<file path="src/pkg/scs_defs.vh">
// Purpose: constants for the system clock source select block
// Assumes: register port with byte-wide data, CLK_SYS at 200 MHz
// Notes:   offsets are word indexes on the plain register port
`ifndef SCS_DEFS_VH
`define SCS_DEFS_VH

`define SCS_ADDR_W         4
`define SCS_OFF_OSC_CTRL   4'h0
`define SCS_OFF_OSC_TRIM   4'h1
`define SCS_OFF_PIN_CTRL   4'h2
`define SCS_OFF_STATUS     4'h3
`define SCS_OFF_WAKE       4'h4

`define SCS_FSEL_LSB       4
`define SCS_FSEL_MSB       5
`define SCS_HF_STABLE_BIT  2
`define SCS_LF_STABLE_BIT  1
`define SCS_FSEL_RESET     2'h1
`define SCS_FSEL_8M        2'h3
`define SCS_FSEL_4M        2'h2
`define SCS_FSEL_1M        2'h1
`define SCS_FSEL_31K       2'h0
`define SCS_TRIM_RESET     5'h00

`define SCS_CLK_MHZ        200
`define SCS_BIAS_DELAY_NS  10000
`define SCS_BIAS_CYC       ((`SCS_BIAS_DELAY_NS * `SCS_CLK_MHZ + 999) / 1000)
`define SCS_HF_START_CYC   64
`define SCS_LF_START_CYC   256
`define SCS_TRIM_STEP_CYC  4

`endif

</file>
<file path="src/rtl/scs_div.v">
// Purpose: divide an enable tick stream by a fixed power of two
// Assumes: tick_in is a one-cycle pulse on clk
// Notes:   tick_out fires on the last tick of each group
`timescale 1ns/1ps

module scs_div #(
	parameter W = 2
) (
	clk,
	rst,
	tick_in,
	tick_out
);
	input  wire clk;
	input  wire rst;
	input  wire tick_in;
	output wire tick_out;

	reg [W-1:0] cnt_reg;

	always @(posedge clk) begin
		if (rst) begin
			cnt_reg <= {W{1'b0}};
		end else if (tick_in) begin
			cnt_reg <= cnt_reg + {{(W-1){1'b0}}, 1'b1};
		end
	end

	assign tick_out = tick_in & (&cnt_reg);
endmodule // scs_div

</file>
<file path="src/rtl/scs_clock_select.v">
// Purpose: system clock source select, postscaler, trim, clock out and start-up hold
// Assumes: oscillators arrive as free-running pins; all of them are sampled on CLK_SYS
// Notes:   the system clock leaves as a tick enable so the selection stays glitch free
`timescale 1ns/1ps
`include "scs_defs.vh"

// Notes on behaviour
// - the external clock input is the system clock when the source fuse is one, else the internal oscillators.
// - the select field picks 8 MHz for 11, 4 MHz for 10, 1 MHz for 01 (reset) and 31 kHz for 00.
// - 8 MHz comes straight from the fast oscillator and 4 and 1 MHz come from a postscaler of it.
// - two read-only bits show fast oscillator stable in bit 2 and slow oscillator stable in bit 1.
// - with the active-low clock output fuse at zero the clock pin carries the internal clock divided by 4.
// - while the clock output drives the pin, a port read of that pin returns zero.
// - with the active-low clock output fuse at one the pin is released to general purpose use.
// - a 5-bit two's complement trim value is held and resets to zero.
// - trim 00000 is calibrated, 01111 is fastest, 10000 is slowest, ordered in between.
// - the trim acts on the fast oscillator only and not on the slow one.
// - after a trim change the applied trim walks to the new value in fewer than eight base cycles.
// - execution keeps going during the trim walk and no flag reports its end.
// - after power-on or wake-up operation is held until the selected oscillator has started.
// - waking onto an internal frequency adds a 10 us delay for the memory bias to settle.
// - logic is static, so a stopped external clock halts with state kept and resumes where it stopped.
module scs_clock_select (
	CLK_SYS,
	RST,
	CLOCK_SOURCE_FUSE,
	CLOCK_OUTPUT_ENABLE_N,
	CLOCK_INPUT_PIN,
	HF_OSC_PIN,
	LF_OSC_PIN,
	HF_OSC_RUNNING,
	LF_OSC_RUNNING,
	WAKE_EVENT,
	ADDR,
	WDATA,
	WR,
	RD,
	RDATA,
	SYS_CLK_TICK,
	RUN_ENABLE,
	HF_TRIM,
	CLOCK_OUTPUT_PIN_O,
	CLOCK_OUTPUT_PIN_OE,
	PIN_GPIO_OUT,
	PIN_GPIO_OE,
	PIN_READ_VALUE,
	PIN_INPUT
);
	input  wire                    CLK_SYS;
	input  wire                    RST;
	input  wire                    CLOCK_SOURCE_FUSE;
	input  wire                    CLOCK_OUTPUT_ENABLE_N;
	input  wire                    CLOCK_INPUT_PIN;
	input  wire                    HF_OSC_PIN;
	input  wire                    LF_OSC_PIN;
	input  wire                    HF_OSC_RUNNING;
	input  wire                    LF_OSC_RUNNING;
	input  wire                    WAKE_EVENT;
	input  wire [`SCS_ADDR_W-1:0]  ADDR;
	input  wire [7:0]              WDATA;
	input  wire                    WR;
	input  wire                    RD;
	output reg  [7:0]              RDATA;
	output wire                    SYS_CLK_TICK;
	output reg                     RUN_ENABLE;
	output reg  [4:0]              HF_TRIM;
	output reg                     CLOCK_OUTPUT_PIN_O;
	output reg                     CLOCK_OUTPUT_PIN_OE;
	output reg                     PIN_GPIO_OUT;
	output reg                     PIN_GPIO_OE;
	output reg                     PIN_READ_VALUE;
	input  wire                    PIN_INPUT;

	localparam ST_RUN   = 2'h0;
	localparam ST_START = 2'h1;
	localparam ST_BIAS  = 2'h2;

	// counts kept 32 bits wide here and cut to the counter width where compared
	localparam [31:0] HF_START_W  = `SCS_HF_START_CYC;
	localparam [31:0] LF_START_W  = `SCS_LF_START_CYC;
	localparam [31:0] BIAS_LAST_W = `SCS_BIAS_CYC - 1;
	localparam [31:0] TRIM_LAST_W = `SCS_TRIM_STEP_CYC - 1;

	// pin synchronisers: four flops each, only the last is read
	reg [1:0] ext_meta_reg, hf_meta_reg, lf_meta_reg, hfr_meta_reg, lfr_meta_reg, pin_meta_reg;
	reg [1:0] ext_sync_reg, hf_sync_reg, lf_sync_reg, hfr_sync_reg, lfr_sync_reg, pin_sync_reg;
	reg       ext_prev_reg, hf_prev_reg, lf_prev_reg;

	always @(posedge CLK_SYS) begin
		if (RST) begin
			ext_meta_reg <= 2'h0;
			ext_sync_reg <= 2'h0;
			hf_meta_reg  <= 2'h0;
			hf_sync_reg  <= 2'h0;
			lf_meta_reg  <= 2'h0;
			lf_sync_reg  <= 2'h0;
			hfr_meta_reg <= 2'h0;
			hfr_sync_reg <= 2'h0;
			lfr_meta_reg <= 2'h0;
			lfr_sync_reg <= 2'h0;
			pin_meta_reg <= 2'h0;
			pin_sync_reg <= 2'h0;
			ext_prev_reg <= 1'b0;
			hf_prev_reg  <= 1'b0;
			lf_prev_reg  <= 1'b0;
		end else begin
			ext_meta_reg <= {ext_meta_reg[0], CLOCK_INPUT_PIN};
			ext_sync_reg <= {ext_sync_reg[0], ext_meta_reg[1]};
			hf_meta_reg  <= {hf_meta_reg[0], HF_OSC_PIN};
			hf_sync_reg  <= {hf_sync_reg[0], hf_meta_reg[1]};
			lf_meta_reg  <= {lf_meta_reg[0], LF_OSC_PIN};
			lf_sync_reg  <= {lf_sync_reg[0], lf_meta_reg[1]};
			hfr_meta_reg <= {hfr_meta_reg[0], HF_OSC_RUNNING};
			hfr_sync_reg <= {hfr_sync_reg[0], hfr_meta_reg[1]};
			lfr_meta_reg <= {lfr_meta_reg[0], LF_OSC_RUNNING};
			lfr_sync_reg <= {lfr_sync_reg[0], lfr_meta_reg[1]};
			pin_meta_reg <= {pin_meta_reg[0], PIN_INPUT};
			pin_sync_reg <= {pin_sync_reg[0], pin_meta_reg[1]};
			ext_prev_reg <= ext_sync_reg[1];
			hf_prev_reg  <= hf_sync_reg[1];
			lf_prev_reg  <= lf_sync_reg[1];
		end
	end

	// rising-edge ticks, taken from the synchronised copies only
	wire ext_tick = ext_sync_reg[1] & ~ext_prev_reg;
	wire hf_tick  = hf_sync_reg[1] & ~hf_prev_reg;
	wire lf_tick  = lf_sync_reg[1] & ~lf_prev_reg;

	// registers
	reg [1:0] fsel_reg;
	reg [4:0] trim_reg;
	reg       gpio_out_reg;
	reg       gpio_oe_reg;
	reg       wake_sw_reg;

	always @(posedge CLK_SYS) begin
		if (RST) begin
			fsel_reg     <= `SCS_FSEL_RESET;
			trim_reg     <= `SCS_TRIM_RESET;
			gpio_out_reg <= 1'b0;
			gpio_oe_reg  <= 1'b0;
			wake_sw_reg  <= 1'b0;
		end else begin
			wake_sw_reg <= 1'b0;
			if (WR) begin
				case (ADDR)
					`SCS_OFF_OSC_CTRL: begin
						fsel_reg <= WDATA[`SCS_FSEL_MSB:`SCS_FSEL_LSB];
					end
					`SCS_OFF_OSC_TRIM: begin
						trim_reg <= WDATA[4:0];
					end
					`SCS_OFF_PIN_CTRL: begin
						gpio_out_reg <= WDATA[0];
						gpio_oe_reg  <= WDATA[1];
					end
					`SCS_OFF_WAKE: begin
						wake_sw_reg <= WDATA[0];
					end
					default: begin
						wake_sw_reg <= 1'b0;
					end
				endcase
			end
		end
	end

	// postscaler of the fast oscillator: 8 MHz tap direct, /2 gives 4 MHz, /8 gives 1 MHz
	wire hf_div2_tick;
	wire hf_div8_tick;

	scs_div #(.W(1)) u_div2 (
		.clk      (CLK_SYS),
		.rst      (RST),
		.tick_in  (hf_tick),
		.tick_out (hf_div2_tick)
	);

	scs_div #(.W(3)) u_div8 (
		.clk      (CLK_SYS),
		.rst      (RST),
		.tick_in  (hf_tick),
		.tick_out (hf_div8_tick)
	);

	// a new select is adopted only on a tick of the new source, so no partial period escapes
	reg [1:0] fsel_live_reg;
	reg       sel_tick;
	always @* begin
		case (fsel_reg)
			`SCS_FSEL_8M:  sel_tick = hf_tick;
			`SCS_FSEL_4M:  sel_tick = hf_div2_tick;
			`SCS_FSEL_1M:  sel_tick = hf_div8_tick;
			default:       sel_tick = lf_tick;
		endcase
	end

	reg live_tick;
	always @* begin
		case (fsel_live_reg)
			`SCS_FSEL_8M:  live_tick = hf_tick;
			`SCS_FSEL_4M:  live_tick = hf_div2_tick;
			`SCS_FSEL_1M:  live_tick = hf_div8_tick;
			default:       live_tick = lf_tick;
		endcase
	end

	always @(posedge CLK_SYS) begin
		if (RST) begin
			fsel_live_reg <= `SCS_FSEL_RESET;
		end else if (fsel_live_reg != fsel_reg && sel_tick) begin
			fsel_live_reg <= fsel_reg;
		end
	end

	// a stopped external clock gives no ticks, so everything gated by it just waits
	wire src_tick = CLOCK_SOURCE_FUSE ? ext_tick : live_tick;

	// start-up hold after reset or wake
	reg [1:0]  st_reg, st_next;
	reg [11:0] hold_cnt_reg, hold_cnt_next;
	wire       wake_req = WAKE_EVENT | wake_sw_reg;
	wire       osc_ok = (fsel_live_reg == `SCS_FSEL_31K) ? lfr_sync_reg[1] : hfr_sync_reg[1];

	always @* begin
		st_next       = st_reg;
		hold_cnt_next = hold_cnt_reg;
		case (st_reg)
			ST_RUN: begin
				if (wake_req) begin
					st_next       = ST_START;
					hold_cnt_next = 12'h000;
				end
			end
			ST_START: begin
				// external mode has no oscillator to wait for
				if (CLOCK_SOURCE_FUSE) begin
					st_next = ST_RUN;
				end else if (osc_ok) begin
					if (hold_cnt_reg == ((fsel_live_reg == `SCS_FSEL_31K) ? LF_START_W[11:0] :
						HF_START_W[11:0])) begin
						st_next       = ST_BIAS;
						hold_cnt_next = 12'h000;
					end else begin
						hold_cnt_next = hold_cnt_reg + 12'h001;
					end
				end
			end
			ST_BIAS: begin
				if (hold_cnt_reg == BIAS_LAST_W[11:0]) begin
					st_next = ST_RUN;
				end else begin
					hold_cnt_next = hold_cnt_reg + 12'h001;
				end
			end
			default: begin
				st_next = ST_START;
			end
		endcase
	end

	always @(posedge CLK_SYS) begin
		if (RST) begin
			st_reg       <= ST_START;
			hold_cnt_reg <= 12'h000;
			RUN_ENABLE   <= 1'b0;
		end else begin
			st_reg       <= st_next;
			hold_cnt_reg <= hold_cnt_next;
			RUN_ENABLE   <= (st_next == ST_RUN);
		end
	end

	assign SYS_CLK_TICK = src_tick & RUN_ENABLE;

	// applied trim walks one step per few cycles; full range fits inside eight fast periods
	reg [2:0] trim_step_cnt_reg;
	always @(posedge CLK_SYS) begin
		if (RST) begin
			HF_TRIM           <= `SCS_TRIM_RESET;
			trim_step_cnt_reg <= 3'h0;
		end else if (HF_TRIM != trim_reg) begin
			if (trim_step_cnt_reg == TRIM_LAST_W[2:0]) begin
				trim_step_cnt_reg <= 3'h0;
				// signed compare keeps 01111 fastest and 10000 slowest
				if ($signed(trim_reg) > $signed(HF_TRIM)) begin
					HF_TRIM <= HF_TRIM + 5'h01;
				end else begin
					HF_TRIM <= HF_TRIM - 5'h01;
				end
			end else begin
				trim_step_cnt_reg <= trim_step_cnt_reg + 3'h1;
			end
		end else begin
			trim_step_cnt_reg <= 3'h0;
		end
	end
	// HF_TRIM feeds only the fast oscillator; the slow one has no trim input

	// clock output: internal clock divided by 4
	reg [1:0] co_cnt_reg;
	always @(posedge CLK_SYS) begin
		if (RST) begin
			co_cnt_reg          <= 2'h0;
			CLOCK_OUTPUT_PIN_O  <= 1'b0;
			CLOCK_OUTPUT_PIN_OE <= 1'b0;
			PIN_GPIO_OUT        <= 1'b0;
			PIN_GPIO_OE         <= 1'b0;
			PIN_READ_VALUE      <= 1'b0;
		end else begin
			if (live_tick) begin
				co_cnt_reg <= co_cnt_reg + 2'h1;
			end
			CLOCK_OUTPUT_PIN_O  <= ~CLOCK_OUTPUT_ENABLE_N & co_cnt_reg[1];
			CLOCK_OUTPUT_PIN_OE <= ~CLOCK_OUTPUT_ENABLE_N;
			PIN_GPIO_OUT        <= CLOCK_OUTPUT_ENABLE_N & gpio_out_reg;
			PIN_GPIO_OE         <= CLOCK_OUTPUT_ENABLE_N & gpio_oe_reg;
			PIN_READ_VALUE      <= CLOCK_OUTPUT_ENABLE_N & pin_sync_reg[1];
		end
	end

	// register read, data one cycle after the strobe
	always @(posedge CLK_SYS) begin
		if (RST) begin
			RDATA <= 8'h00;
		end else if (RD) begin
			case (ADDR)
				`SCS_OFF_OSC_CTRL: begin
					RDATA <= {2'h0, fsel_reg, 1'b0, hfr_sync_reg[1], lfr_sync_reg[1], 1'b0};
				end
				`SCS_OFF_OSC_TRIM: begin
					RDATA <= {3'h0, trim_reg};
				end
				`SCS_OFF_PIN_CTRL: begin
					RDATA <= {5'h00, PIN_READ_VALUE, gpio_oe_reg, gpio_out_reg};
				end
				`SCS_OFF_STATUS: begin
					RDATA <= {4'h0, st_reg, fsel_live_reg};
				end
				default: begin
					RDATA <= 8'h00;
				end
			endcase
		end else begin
			RDATA <= 8'h00;
		end
	end
endmodule // scs_clock_select

</file>
<file path="config.mk">
export PLATFORM = sky130hd
export DESIGN_NAME = scs_clock_select
export DESIGN_NICKNAME = d
export VERILOG_FILES = /design/src/rtl/scs_div.v /design/src/rtl/scs_clock_select.v
export VERILOG_INCLUDE_DIRS = /design/src /design/src/pkg
export SDC_FILE = /design/constraint.sdc
export NUM_CORES = 1
export LEC_CHECK = 0
export ABC_AREA = 0
export ABC_CLOCK_PERIOD_IN_PS = 8870
export BUFFER_PORTS_ARGS = -buffer_cell sky130_fd_sc_hd__buf_2
export CORE_MARGIN = 1.5
export CORE_UTILIZATION = 40
export CTS_BUF_LIST = sky130_fd_sc_hd__clkbuf_8
export DETAILED_ROUTE_END_ITERATION = 8
export PLACE_DENSITY_LB_ADDON = 0.25
export SLEW_MARGIN = 0
export SYNTH_ARGS = -nofsm -noshare
export SYNTH_HDL_FRONTEND = slang
export SYNTH_SLANG_ARGS = --single-unit
export TNS_END_PERCENT = 50
</file>
<file path="constraint.sdc">
create_clock -name CLK_SYS -period 8.87 [get_ports CLK_SYS]
set_clock_uncertainty 0.2 [all_clocks]
set_input_delay 0.4435 -clock CLK_SYS [delete_from_list [all_inputs] [get_ports CLK_SYS]]
set_output_delay 0.4435 -clock CLK_SYS [all_outputs]
set_load 0.01 [all_outputs]
</file>
After elaboration in Yosys (flattened, before gate mapping)
Cells that the tools add are included.
{ "word_totals": {"regBits": 81, "latch_bits": 0, "ramBits": 0, "rom_bits": 0, "in_bits": 25, "output_inout_bits": 20, "wordCells": 117, "memories": 0} }
{ "op_classes": {"add_sub_neg": 7, "n_mul": 0, "div": 0, "order_cmp": 1, "eq_ne": 21, "shifts": 0, "mux": 19, "bitwise_logic": 19, "reduce_logical": 15} }
{ "op_table": {"columns": ["cell", "count"], "rows": [
  ["$mux 12", 5],
  ["$pmux 12 s3", 1],
  ["$pmux 6 s4", 1],
  ["$add 12x1->12 const B", 1],
  ["$eq 12x11->1 const B", 1],
  ["$eq 12x9->1", 1],
  ["$and 1x1->1", 10],
  ["$eq 2x2->1 const B", 5],
  ["$mux 2", 5],
  ["$mux 9", 1],
  ["$eq 4x2->1 const B", 2],
  ["$ne 2x2->1 const B", 4],
  ["$not 1->1", 8],
  ["$reduce_and 2->1", 4],
  ["$add 3x1->3 const B", 2],
  ["$eq 2x1->1 const B", 3],
  ["$logic_not 2->1", 3],
  ["$pmux 1 s3", 2],
  ["$pmux 2 s3", 1],
  ["$reduce_or 3->1", 2],
  ["$add 5x1->5 const B", 1],
  ["$gt 5x5->1", 1],
  ["$mux 5", 1],
  ["$ne 5x5->1", 1],
  ["15 further kinds", 16]
]} }

Logic depth before layout (Yosys ltp)
Gate-level depths: netlist of run 1.
{ "depth": {"ltp_word": 8, "depth_mapped": 12, "ltp_nobuf": 12} }

Hierarchy
A second synthesis of run 1 with hierarchy kept.
{ "hier_totals": {"cells_unflattened": 362, "hier_area_um2": 3502.1} }
{ "modules_own_cells": {"columns": ["mod", "instances", "cells_per_inst", "area_per_inst_um2", "seq_area_each_um2"], "rows": [
  ["scs_clock_select", 1, 346, 3329.4, 1501.4],
  ["scs_div (u_div8)", 1, 12, 132.6, 60.1],
  ["scs_div (u_div2)", 1, 4, 40.0, 20.0]
]} }

Worst setup path before layout of run 1
OpenSTA, ideal clock, no wires.
{ "synth_path": {"kind": "register to register", "from": "register HF_TRIM[1]", "to": "register HF_TRIM[4]", "setup_ns": 0.121, "arrival_ns": 2.790, "t_required_ns": 8.549, "path_slack_ns": 5.760, "stages_incl_launch_ff": 13, "n_path_buf": 0, "period_less_slack_ns": 3.110, "path_cell_list": "dfxtp_1 > inv_1 > ha_1 > and4_1 > a221oi_1 > mux2_2 > nand2b_1 > fa_1 > a21o_1 > a21oi_1 > nand2_1 > mux2i_1 > mux2_2"} }
{ "synth_between": {"elab_chain_cells": 2, "word_cells_on_any_way": 6, "classes_between": "add/sub (2); order compare (1); eq/ne (1); mux (1); reduce/logical (1)"} }
{ "synth_rtl": {"columns": ["element", "line_no", "source"], "rows": [
  ["from (decl)", "scs_clock_select.v:66", "output reg [4:0] HF_TRIM;"],
  ["from (signal assigned)", "scs_clock_select.v:281", "HF_TRIM <= `SCS_TRIM_RESET;"],
  ["from (signal assigned)", "scs_clock_select.v:288", "HF_TRIM <= HF_TRIM + 5'h01;"],
  ["from (signal assigned)", "scs_clock_select.v:290", "HF_TRIM <= HF_TRIM - 5'h01;"],
  ["$sub 5x1->5, or another cell as far along", "scs_clock_select.v:290", null],
  ["$mux 5 or $reduce_and 2->1 (tied branches)", null, null]
]} }
Parallel ways exist; a longest one is shown, timed or not.
A chain may end at the register's enable or synchronous reset.

Final worst setup path of run 1
Ends and elaborated chain as after synthesis.

==> summary.md, run 1 <==
| Metric | Value |
|---|---|
| Final setup TNS | 0 ns |
| Sw Ratio | 0.2755 |
| Arrival time at the worst endpoint | 3.28 ns |
| Crit path from | HF_TRIM[1]$_SDFFE_PP0P_ |
| Initial antenna violation count | 0 |
| Clock Power Share | 0.393 |
| Crit-path leading delay family | multiplexers |
| Vias in the first global route | 2427 |
| Ys Warns | 0 |
| Die width | 95.92 um |
| Top Metal Used | met4 |
| PwrDens | 173.1 nW/um^2 |
| Clock-pin slew on the worst setup and hold paths | 0.09 ns |
| Type of origin of the critical path | register |
| Largest net degree at the start of global routing | 62 |
| Routability Congestion | 0.8127 |
| Worst setup EP type | register |
| Most common cell after layout, fill and taps aside | dfxtp_1 |
| DR WL/cell | 13.13 um |
| Sequential power share | 0.537 |
| Die footprint | 9200 sq um |
| Most frequent cells in the layout | dfxtp_1, buf_2, nor2_1, nor2b_1, nand2_1 |
| Clk Latency, worst-skew pair | 0.36 ns |
| Clock H-tree levels | 3 |
| R2r endpoint | HF_TRIM[4]$_SDFFE_PP0P_ |
| DR iter-0 viols | 84 |
| Hold Buf Count CTS | 0 |
| Type of the worst setup path | register to register |
| # diodes | 0 |
| Worst R2R Setup Slack | 5.63 ns |
| CTS max path bufs | 2 |
| Cells after Synth | 362 |
| Max incr delay on CP | 0.43 ns |
| Vias per cell | 5.101 |
| Worst r2r src | HF_TRIM[1]$_SDFFE_PP0P_ |
| Cell Area, Synth | 3453 sq um |
| Hold Vio Cnt, Final | 0 |
| Combinational share of power | 0.070 |
| Area delta synth->final | 13.91% |
| Final setup violation count | 0 |
| Worst-path cell chain | inv_1 > ha_1 > and4_1 > a221oi_1 > mux2_2 > nand2b_1 > fa_1 > a21o_1 > a21oi_1 > nand2_1 > mux2i_1 > mux2_2 |
| First-pass GRT wire length | 11140 um |
| Number of remaining DRC errors | 0 |
| Tot GR Track Use | 0.1597 |
| Core Footprint | 8299 sq um |
| Buffer count from post-CTS setup fixing | 0 |
| Primary FF master, synth | dfxtp_1 |
| Switching pwr | 0.0001876 W |
| CTS tree | yes |
| Met3 Wirelength | 334 um |
| I/O Buffers | 40 |
| Post-synth EDFFs | 0 |
| Total gr overflow | 0 |
| P_int | 0.0004934 W |
| Post-synth top area cell | dfxtp_1 |
| Final wirelength | 6748 um |
| Max reg flops | 12 |
| Rows | 33 |
| Synth top area cells | dfxtp_1, ha_1, nor2b_1 |
| Levels on crit path | 12 |
| Worst Tran Pin Value | 0.6837 ns |
| Post-synth top area share | 0.4580 |
| Post-DP HPWL | 4889 um |
| Util after Layout | 0.4740 |
| Via count | 2622 |
| Synthesized flop and latch total | 79 |
| Final Non-Filler Cells | 514 |
| Met1 WL | 3287 um |
| Layout net count | 448 |
| Final Critical Period | 3.236 ns |
| Leakage | 1.623 nW |
| DP Cell Count | 498 |
| Post-synthesis sequential area ratio | 0.4580 |
| RSZ-0062 raised after global routing | no |
| Reg2reg path depth | 12 |
| Max-cap viol count | 0 |
| Initial core utilization | 0.4161 |
| CP dominant cell by count | mux2_2 |
| Maximum VDD drop | 0.1049 mV |
| Clk sinks | 79 |
| Synth cell types | 59 |
| Max transition margin | 0.5442 |
| Asr flop ratio synth | 0 |
| Fin crit share | 0.3648 |
| First-pass DRT Iterations | 4 |
| Status | complete, no violations |
| CP max FO | 4 |
| Slowest CP cell | dfxtp_1 |
| Cells resized by post-CTS repair | 0 |
| Root Driver | clkbuf_8 |
| Layout cells sized above 1 | 0.1760 |
| Post-route ant nets | 0 |
| Syn Area/Cell | 9.540 sq um |
| Critical Path RT | 8.92 ns |
| Clock buffer count from CTS | 9 |
| Die Y | 95.92 um |
| CP Buf/Inv Count | 1 |
| Highest Clock Rate | 309.1 MHz |
| Multi-input gate area | 1755 sq um |
| Met2 Routed Length | 3030 um |
| Fill cell count | 809 |
| Hold Crit Class | input pin to register |
| Pins over their slew limit | 0 |
| Reg area | 1582 sq um |
| Worst Setup EP | HF_TRIM[4]$_SDFFE_PP0P_ |
| Boundary pin count | 45 |
stage by stage:
stage / hold slack [ns] / area [sq um] / worst slack (ns) / total power (W)
6_report: 0.08893 / 3934 / 5.634 / 0.0006810
5_1_grt: 0.08857 / 3934 / 5.396 / 0.0007092
4_1_cts: 0.07467 / 3934 / 5.591 / 0.0006884
3_5_place_dp: 0.2165 / 3740 / 5.601 / 0.0004223
3_3_place_gp: 0.2074 / 3740 / 5.638 / 0.0004207
2_1_floorplan: 0.1974 / 3457 / 5.760 / 0.0004082
power groups by stage:
stage          Clock, W  Sequential [W]  Combinational (W)
6_report       0.000268        0.000365          0.0000480
3_3_place_gp          0        0.000374          0.0000470
4_1_cts        0.000274        0.000366          0.0000484
3_5_place_dp          0        0.000374          0.0000484
2_1_floorplan         0        0.000373          0.0000350
5_1_grt        0.000289        0.000366          0.0000542
cell type report:
type,instances,share of cell area
inverter,17,0.01622
tap,105,0.03340
multi-input combinational,256,0.4462
clock inverter,7,0.01781
sequential,79,0.4020
timing repair buffer,41,0.05280
clock buffer,9,0.03149
cells in the mapped netlist (2+ instances only):
cell,n
a21o_1,3
a21oi_1,19
and2_1,6
and3_1,4
and4_1,2
buf_4,2
clkbuf_1,7
dfxtp_1,79
ha_1,18
inv_1,17
mux2_2,3
mux2i_1,14
mux4_2,2
nand2_1,20
nand2b_1,4
nand3_1,10
nand3b_1,4
nand4_1,2
nor2_1,37
nor2b_1,35
nor3_1,5
nor3b_1,2
nor4b_1,3
o21a_1,3
o21ai_0,8
o21bai_1,2
o31a_1,2
o31ai_1,5
or2_2,2
or3_1,3
or3_2,2
or4_1,4
xnor2_1,6
xor2_1,2
how the worst min path moves through the flow:
stage | start | end | slack [ns] | cells after the start
global route | CLOCK_OUTPUT_ENABLE_N | CLOCK_OUTPUT_PIN_OE$_SDFF_PP0_ | 0.09 | 2
global placement | trim_step_cnt_reg[0]$_SDFF_PP0_ | trim_step_cnt_reg[0]$_SDFF_PP0_ | 0.21 | 1
CTS | CLOCK_INPUT_PIN | ext_meta_reg[0]$_SDFF_PP0_ | 0.07 | 2
floorplan | trim_step_cnt_reg[0]$_SDFF_PP0_ | trim_step_cnt_reg[0]$_SDFF_PP0_ | 0.20 | 1
finish | CLOCK_OUTPUT_ENABLE_N | CLOCK_OUTPUT_PIN_OE$_SDFF_PP0_ | 0.09 | 2
detailed placement | trim_step_cnt_reg[0]$_SDFF_PP0_ | trim_step_cnt_reg[0]$_SDFF_PP0_ | 0.22 | 1
routing by layer:
metal,vias to the layer above,global-route usage
li1,1332,-
met1,1219,0.2061
met2,63,0.2547
met3,8,0.04581
met4,0,0.05392
met5,-,0
cells by family (layout without fill, tap and decap cells):
kind of cell	Yosys count	after routing	synth area share
adder cells (fa/ha/maj)	19	19	0.07102
other	1	2	0.001086
AO/OA/AOI/OAI	57	57	0.1116
buffers and inverters	28	74	0.03478
AND/OR/NAND/NOR	151	151	0.2399
XOR/XNOR	8	8	0.02029
flip-flops	79	79	0.4580
multiplexers	19	19	0.06340
worst reg2reg max path, cell delays in order, from the launching register on:
cell and delay (ns):
dfxtp_1 0.43, inv_1 0.09, ha_1 0.27, and4_1 0.23, a221oi_1 0.09, mux2_2 0.28, nand2b_1 0.22, fa_1 0.42
a21o_1 0.17, a21oi_1 0.16, nand2_1 0.07, mux2i_1 0.17, mux2_2 0.34
No activity file was read; power rests on OpenSTA's default activity.
==> inputs of run 2 (changes only) <==
--- a/config.mk
+++ b/config.mk
@@ -7,7 +7,7 @@
 export NUM_CORES = 1
 export LEC_CHECK = 0
 export ABC_AREA = 0
-export ABC_CLOCK_PERIOD_IN_PS = 8870
+export ABC_CLOCK_PERIOD_IN_PS = 3080
 export BUFFER_PORTS_ARGS = -buffer_cell sky130_fd_sc_hd__buf_2
 export CORE_MARGIN = 1.5
 export CORE_UTILIZATION = 40
==> constraint.sdc (replaced) <==
create_clock -name CLK_SYS -period 3.08 [get_ports CLK_SYS]
set_clock_uncertainty 0.2 [all_clocks]
set_input_delay 0.154 -clock CLK_SYS [delete_from_list [all_inputs] [get_ports CLK_SYS]]
set_output_delay 0.154 -clock CLK_SYS [all_outputs]
set_load 0.01 [all_outputs]
==> run 2 against run 1 <==
  * Die area stayed put
  * Clock power grew to 2.9 times the previous value
  * Highest routed layer unchanged
  * Maximum frequency is 10% higher
  * Global-route usage is 0.11 points higher
  * Count of clock-buffer cells in the layout stayed put
  * Register-to-register slack worse by 5.5 ns
  * Sequential share of layout area is 2.5 points lower
  * Sequential power grew to 2.9 times the previous value
  * Final area is 6.8% higher
==> summary.md, run 2 (synthesized netlist as in run 1, its figures left out) <==
| Metric | Value |
|---|---|
| Status | complete, no violations |
| CP max FO | 4 |
| Boundary pin count | 45 |
| Worst Tran Pin Value | 0.7041 ns |
| Max transition margin | 0.5296 |
| Largest net degree at the start of global routing | 36 |
| Fin crit share | 0.9539 |
| Final wirelength | 7044 um |
| P_int | 0.001435 W |
| Layout cells sized above 1 | 0.1986 |
| CTS tree | yes |
| Final setup violation count | 0 |
| Final instance area | 4203 sq um |
| Switching pwr | 0.0005498 W |
| Clk sinks | 79 |
| Vias per cell | 5.002 |
| Post-route ant nets | 0 |
| Most common cell after layout, fill and taps aside | dfxtp_1 |
| Vias in the first global route | 2406 |
| Initial antenna violation count | 0 |
| Sequential power share | 0.530 |
| Leakage | 1.739 nW |
| Setup ws final | 0.1420 ns |
| Post-DP HPWL | 4947 um |
| Combinational share of power | 0.080 |
| CTS max path bufs | 2 |
| Type of origin of the critical path | register |
| Critical Path RT | 3.14 ns |
| Layout net count | 472 |
| Pins over their slew limit | 0 |
| Via count | 2691 |
| Total gr overflow | 0 |
| Maximum VDD drop | 0.2831 mV |
| Fill cell count | 790 |
| Arrival time at the worst endpoint | 3.00 ns |
| # diodes | 0 |
| Most frequent cells in the layout | dfxtp_1, buf_2, nor2_1, nor2b_1, nand2_1 |
| Tot GR Track Use | 0.1608 |
| DR iter-0 viols | 104 |
| Clock Power Share | 0.390 |
| Clock H-tree levels | 3 |
| Pre-CTS setup slack | -0.01538 ns |
| Final Critical Period | 2.938 ns |
| Max reg flops | 12 |
| Rows | 33 |
| Highest Clock Rate | 340.4 MHz |
| I/O Buffers | 40 |
| Worst R2R Setup Slack | 0.14 ns |
| Routability Congestion | 0.7765 |
| Area delta synth->final | 21.70% |
| Worst setup EP type | register |
| Hold Crit Class | input pin to register |
| First-pass DRT Iterations | 4 |
| First-pass GRT wire length | 11120 um |
| DR WL/cell | 13.09 um |
| RSZ-0062 raised after global routing | no |
| Die footprint | 9200 sq um |
| Sw Ratio | 0.2770 |
| Hold Vio Cnt, Final | 0 |
| Clock-pin slew on the worst setup and hold paths | 0.09 ns |
| Initial core utilization | 0.4161 |
| Die Y | 95.92 um |
| PwrDens | 472.4 nW/um^2 |
| Type of the worst setup path | register to register |
| Die width | 95.92 um |
| Placed cell area | 3787 sq um |
| Max-cap viol count | 0 |
| Root Driver | clkbuf_8 |
| Clk Latency, worst-skew pair | 0.37 ns |
| Clock buffer count from CTS | 9 |
| Core Footprint | 8299 sq um |
| Number of remaining DRC errors | 0 |
[run 2: changes by cell type in the layout (fill, tap and decap cells not counted), moves of 2 or more]
cell / before / now
dlygate4sd3_1: 0 / 18
inv_8: 4 / 2
dfxtp_1: 79 / 77
buf_4: 1 / 7
dfxtp_2: 0 / 2
[run 2: worst paths after layout]
kind	end	from	cells past startpoint
max	HF_TRIM[4]$_SDFFE_PP0P_	HF_TRIM[4]$_SDFFE_PP0P_	12
min	fsel_reg[0]$_SDFFE_PP1P_	ADDR[2]	4
max reg2reg	HF_TRIM[4]$_SDFFE_PP0P_	HF_TRIM[4]$_SDFFE_PP0P_	12
min reg2reg	trim_step_cnt_reg[0]$_SDFF_PP0_	trim_step_cnt_reg[0]$_SDFF_PP0_	1
[run 2: power by group through the flow]
stage	clock, W	combinational [W]	sequential (W)
6_report	0.000773	0.000159	0.00105
5_1_grt	0.000829	0.000178	0.00106
4_1_cts	0.000785	0.000157	0.00105
3_5_place_dp	0	0.000140	0.00108
3_3_place_gp	0	0.000137	0.00108
2_1_floorplan	0	0.000101	0.00107
[run 2: layout make-up]
cell class	instances	area [sq um]	area share
repair buffers	65	432.9	0.1030
inverters	17	63.81	0.01518
clock inverters	7	72.57	0.01727
multi-input cells	256	1794	0.4269
well taps	105	131.4	0.03126
flip-flops and latches	79	1584	0.3769
clock buffers	9	123.9	0.02947
[run 2: stage by stage]
stage	setup TNS, ns	hold slack [ns]	power [W]	util	cells
floorplan	0	0.03074	0.001175	-	363
global placement	0	0.1485	0.001212	0.4564	504
detailed placement	-0.01538	0.1647	0.001216	0.4564	504
CTS	0	0.03582	0.001995	0.5026	538
global route	0	0.07000	0.002062	0.5064	538
finish	0	0.05246	0.001985	0.5064	538
[run 2: repair_timing]
| action | CTS | global route |
|---|---|---|
| setup endpoints to repair | 1 | 1 |
| cloned | 0 | 0 |
| resized for setup | 1 | 6 |
| endpoints found under the hold margin | 20 | 0 |
| setup buffers | 0 | 0 |
| hold buffers | 18 | 0 |
[run 2: per-layer routing]
metal,track usage,wire length [um],up-vias
li1,-,-,1376
met1,0.2152,3391,1244
met2,0.2394,3166,57
met3,0.04344,347,14
met4,0.07475,138,0
met5,0,0,-
[run 2: worst max-delay path, cell delays in order (launching register included)]
cell and delay, ns:
dfxtp_1 0.34, inv_1 0.08, ha_4 0.28, and4_4 0.22, a221oi_2 0.06, mux2_4 0.27, nand2b_4 0.17, fa_2 0.36
a21o_1 0.18, a21oi_2 0.13, nand2_1 0.06, mux2i_1 0.14, mux2_2 0.34
==> inputs of run 3 (changes only) <==
--- a/config.mk
+++ b/config.mk
@@ -13,6 +13,7 @@
 export CORE_UTILIZATION = 40
 export CTS_BUF_LIST = sky130_fd_sc_hd__clkbuf_8
 export DETAILED_ROUTE_END_ITERATION = 8
+export HOLD_SLACK_MARGIN = 0.1
 export PLACE_DENSITY_LB_ADDON = 0.25
 export SLEW_MARGIN = 0
 export SYNTH_ARGS = -nofsm -noshare
==> run 3 against run 2 <==
  * Clock power is essentially flat
  * Count of clock-buffer cells in the layout unchanged
  * Register-to-register slack is essentially flat
  * Sequential share of layout area shrank 0.18 points
  * Critical path depth unchanged
  * Final area increased by 0.48%
  * Combinational power about the same
  * Maximum frequency about the same
  * Setup slack better by 0.0013 ns
  * Hold slack better by 0.057 ns
  * Critical endpoint unchanged
  * Largest cell class unchanged
==> summary.md, run 3 (synthesized netlist as in run 1, its figures left out) <==
| Metric | Value |
|---|---|
| Maximum VDD drop | 0.2831 mV |
| Die width | 95.92 um |
| Final setup violation count | 0 |
| Core Footprint | 8299 sq um |
| Layout cells sized above 1 | 0.1977 |
| Fill cell count | 788 |
| Max transition margin | 0.5306 |
| Clk Latency, worst-skew pair | 0.37 ns |
| Die footprint | 9200 sq um |
| Layout net count | 474 |
| Hold Vio Cnt, Final | 0 |
| RSZ-0062 raised after global routing | no |
| Worst r2r src | HF_TRIM[4]$_SDFFE_PP0P_ |
| CTS tree | yes |
| Routability Congestion | 0.7765 |
| Die Y | 95.92 um |
| Final wirelength | 7074 um |
| I/O Buffers | 40 |
| Via count | 2690 |
| Initial core utilization | 0.4161 |
| PwrDens | 470.9 nW/um^2 |
| Rows | 33 |
| Slowest CP cell | fa_2 |
| Leakage | 1.748 nW |
| Clock-pin slew on the worst setup and hold paths | 0.09 ns |
| Worst R2R Setup Slack | 0.14 ns |
| Post-route ant nets | 0 |
| Clk sinks | 79 |
| Critical Path RT | 3.14 ns |
| Arrival time at the worst endpoint | 3.00 ns |
| Vias in the first global route | 2430 |
| Hold Crit Class | input pin to register |
| Clock buffer count from CTS | 9 |
| Hold Path Origin | RST |
| Pins over their slew limit | 0 |
| Pre-CTS setup slack | -0.01538 ns |
| Max incr delay on CP | 0.36 ns |
| Highest Clock Rate | 340.5 MHz |
| Fin crit share | 0.9535 |
| Status | complete, no violations |
| Clock H-tree levels | 3 |
| Boundary pin count | 45 |
| Most common cell after layout, fill and taps aside | dfxtp_1 |
| Type of origin of the critical path | register |
| Most frequent cells in the layout | dfxtp_1, buf_2, nor2_1, nor2b_1 |
| Number of remaining DRC errors | 0 |
| Worst setup EP type | register |
| DR iter-0 viols | 109 |
| Initial antenna violation count | 0 |
| Total gr overflow | 0 |
| Max-cap viol count | 0 |
| Root Driver | clkbuf_8 |
| Final Critical Period | 2.937 ns |
| Type of the worst setup path | register to register |
| First-pass GRT wire length | 11180 um |
| Worst-path cell chain | inv_1 > ha_4 > and4_4 > a221oi_2 > mux2_4 > nand2b_4 > fa_2 > a21o_1 > a21oi_2 > nand2_1 > mux2i_1 > mux2_2 |
| # diodes | 0 |
| Post-DP HPWL | 4947 um |
| Worst Tran Pin Value | 0.7026 ns |
| Largest net degree at the start of global routing | 36 |
| Area delta synth->final | 22.28% |
| Tot GR Track Use | 0.1614 |
| DR WL/cell | 13.10 um |
| CP max FO | 4 |
| CTS max path bufs | 2 |
| First-pass DRT Iterations | 4 |
| Setup ws final | 0.1433 ns |
| Final setup TNS | 0 ns |
| Max reg flops | 12 |
| Crit path from | HF_TRIM[4]$_SDFFE_PP0P_ |
| Vias per cell | 4.981 |
## run 3: cell types whose count changed in the layout (fill, tap and decap cells not counted), sizes merged
cell         previous run  this run
dlygate4sd3            18        20
## run 3: metal layers
layer,GRT usage,routed length [um],vias up
met1,0.2152,3445,1247
met4,0.07475,119,0
li1,-,-,1380
met3,0.04344,305,11
met2,0.2418,3203,52
met5,0,0,-
## run 3: final timing paths
| path | cells after the start | to |
|---|---|---|
| worst max-delay path | 12 | HF_TRIM[4]$_SDFFE_PP0P_ |
| worst min register to register | 1 | trim_step_cnt_reg[0]$_SDFF_PP0_ |
| worst min-delay path | 2 | trim_reg[3]$_SDFFE_PP0P_ |
| worst max register to register | 12 | HF_TRIM[4]$_SDFFE_PP0P_ |
## run 3: where the power goes
part           switching [W]  internal (W)
clock network       0.000455      0.000319
registers          0.0000111       0.00104
logic              0.0000852     0.0000763
## run 3: worst max-delay path, delay by kind of cell, from the launching register on
| family | cells | cell delay, ns |
|---|---|---|
| DFF | 1 | 0.34 |
| AOI/OAI and AO/OA | 3 | 0.37 |
| adders and majority gates | 2 | 0.64 |
| muxes | 3 | 0.75 |
| and+or+nand+nor | 3 | 0.45 |
| buffers and inverters | 1 | 0.08 |
## run 3: metrics by stage
| stage | total power (W) | cells | utilization | hold WS (ns) | cell area, sq um |
|---|---|---|---|---|---|
| floorplan | 0.001175 | 363 | - | 0.03074 | 3460 |
| global placement | 0.001212 | 504 | 0.4564 | 0.1485 | 3787 |
| detailed placement | 0.001216 | 504 | 0.4564 | 0.1647 | 3787 |
| CTS | 0.001997 | 540 | 0.5051 | 0.1014 | 4192 |
| global route | 0.002064 | 540 | 0.5088 | 0.1157 | 4223 |
| finish | 0.001988 | 540 | 0.5088 | 0.1097 | 4223 |
## run 3: cell type report
class,instances,area [sq um],area share
repair buffers,67,452.9,0.1073
clock buffers,9,123.9,0.02933
well taps,105,131.4,0.03111
clock inverters,7,72.57,0.01719
inverters,17,63.81,0.01511
multi-input cells,256,1794,0.4249
flip-flops and latches,79,1584,0.3751
## run 3: timing repair
action | CTS | global route
setup endpoints to repair | 1 | 1
resized for setup | 1 | 6
endpoints found under the hold margin | 28 | 0
setup buffers | 0 | 0
hold buffers | 20 | 0
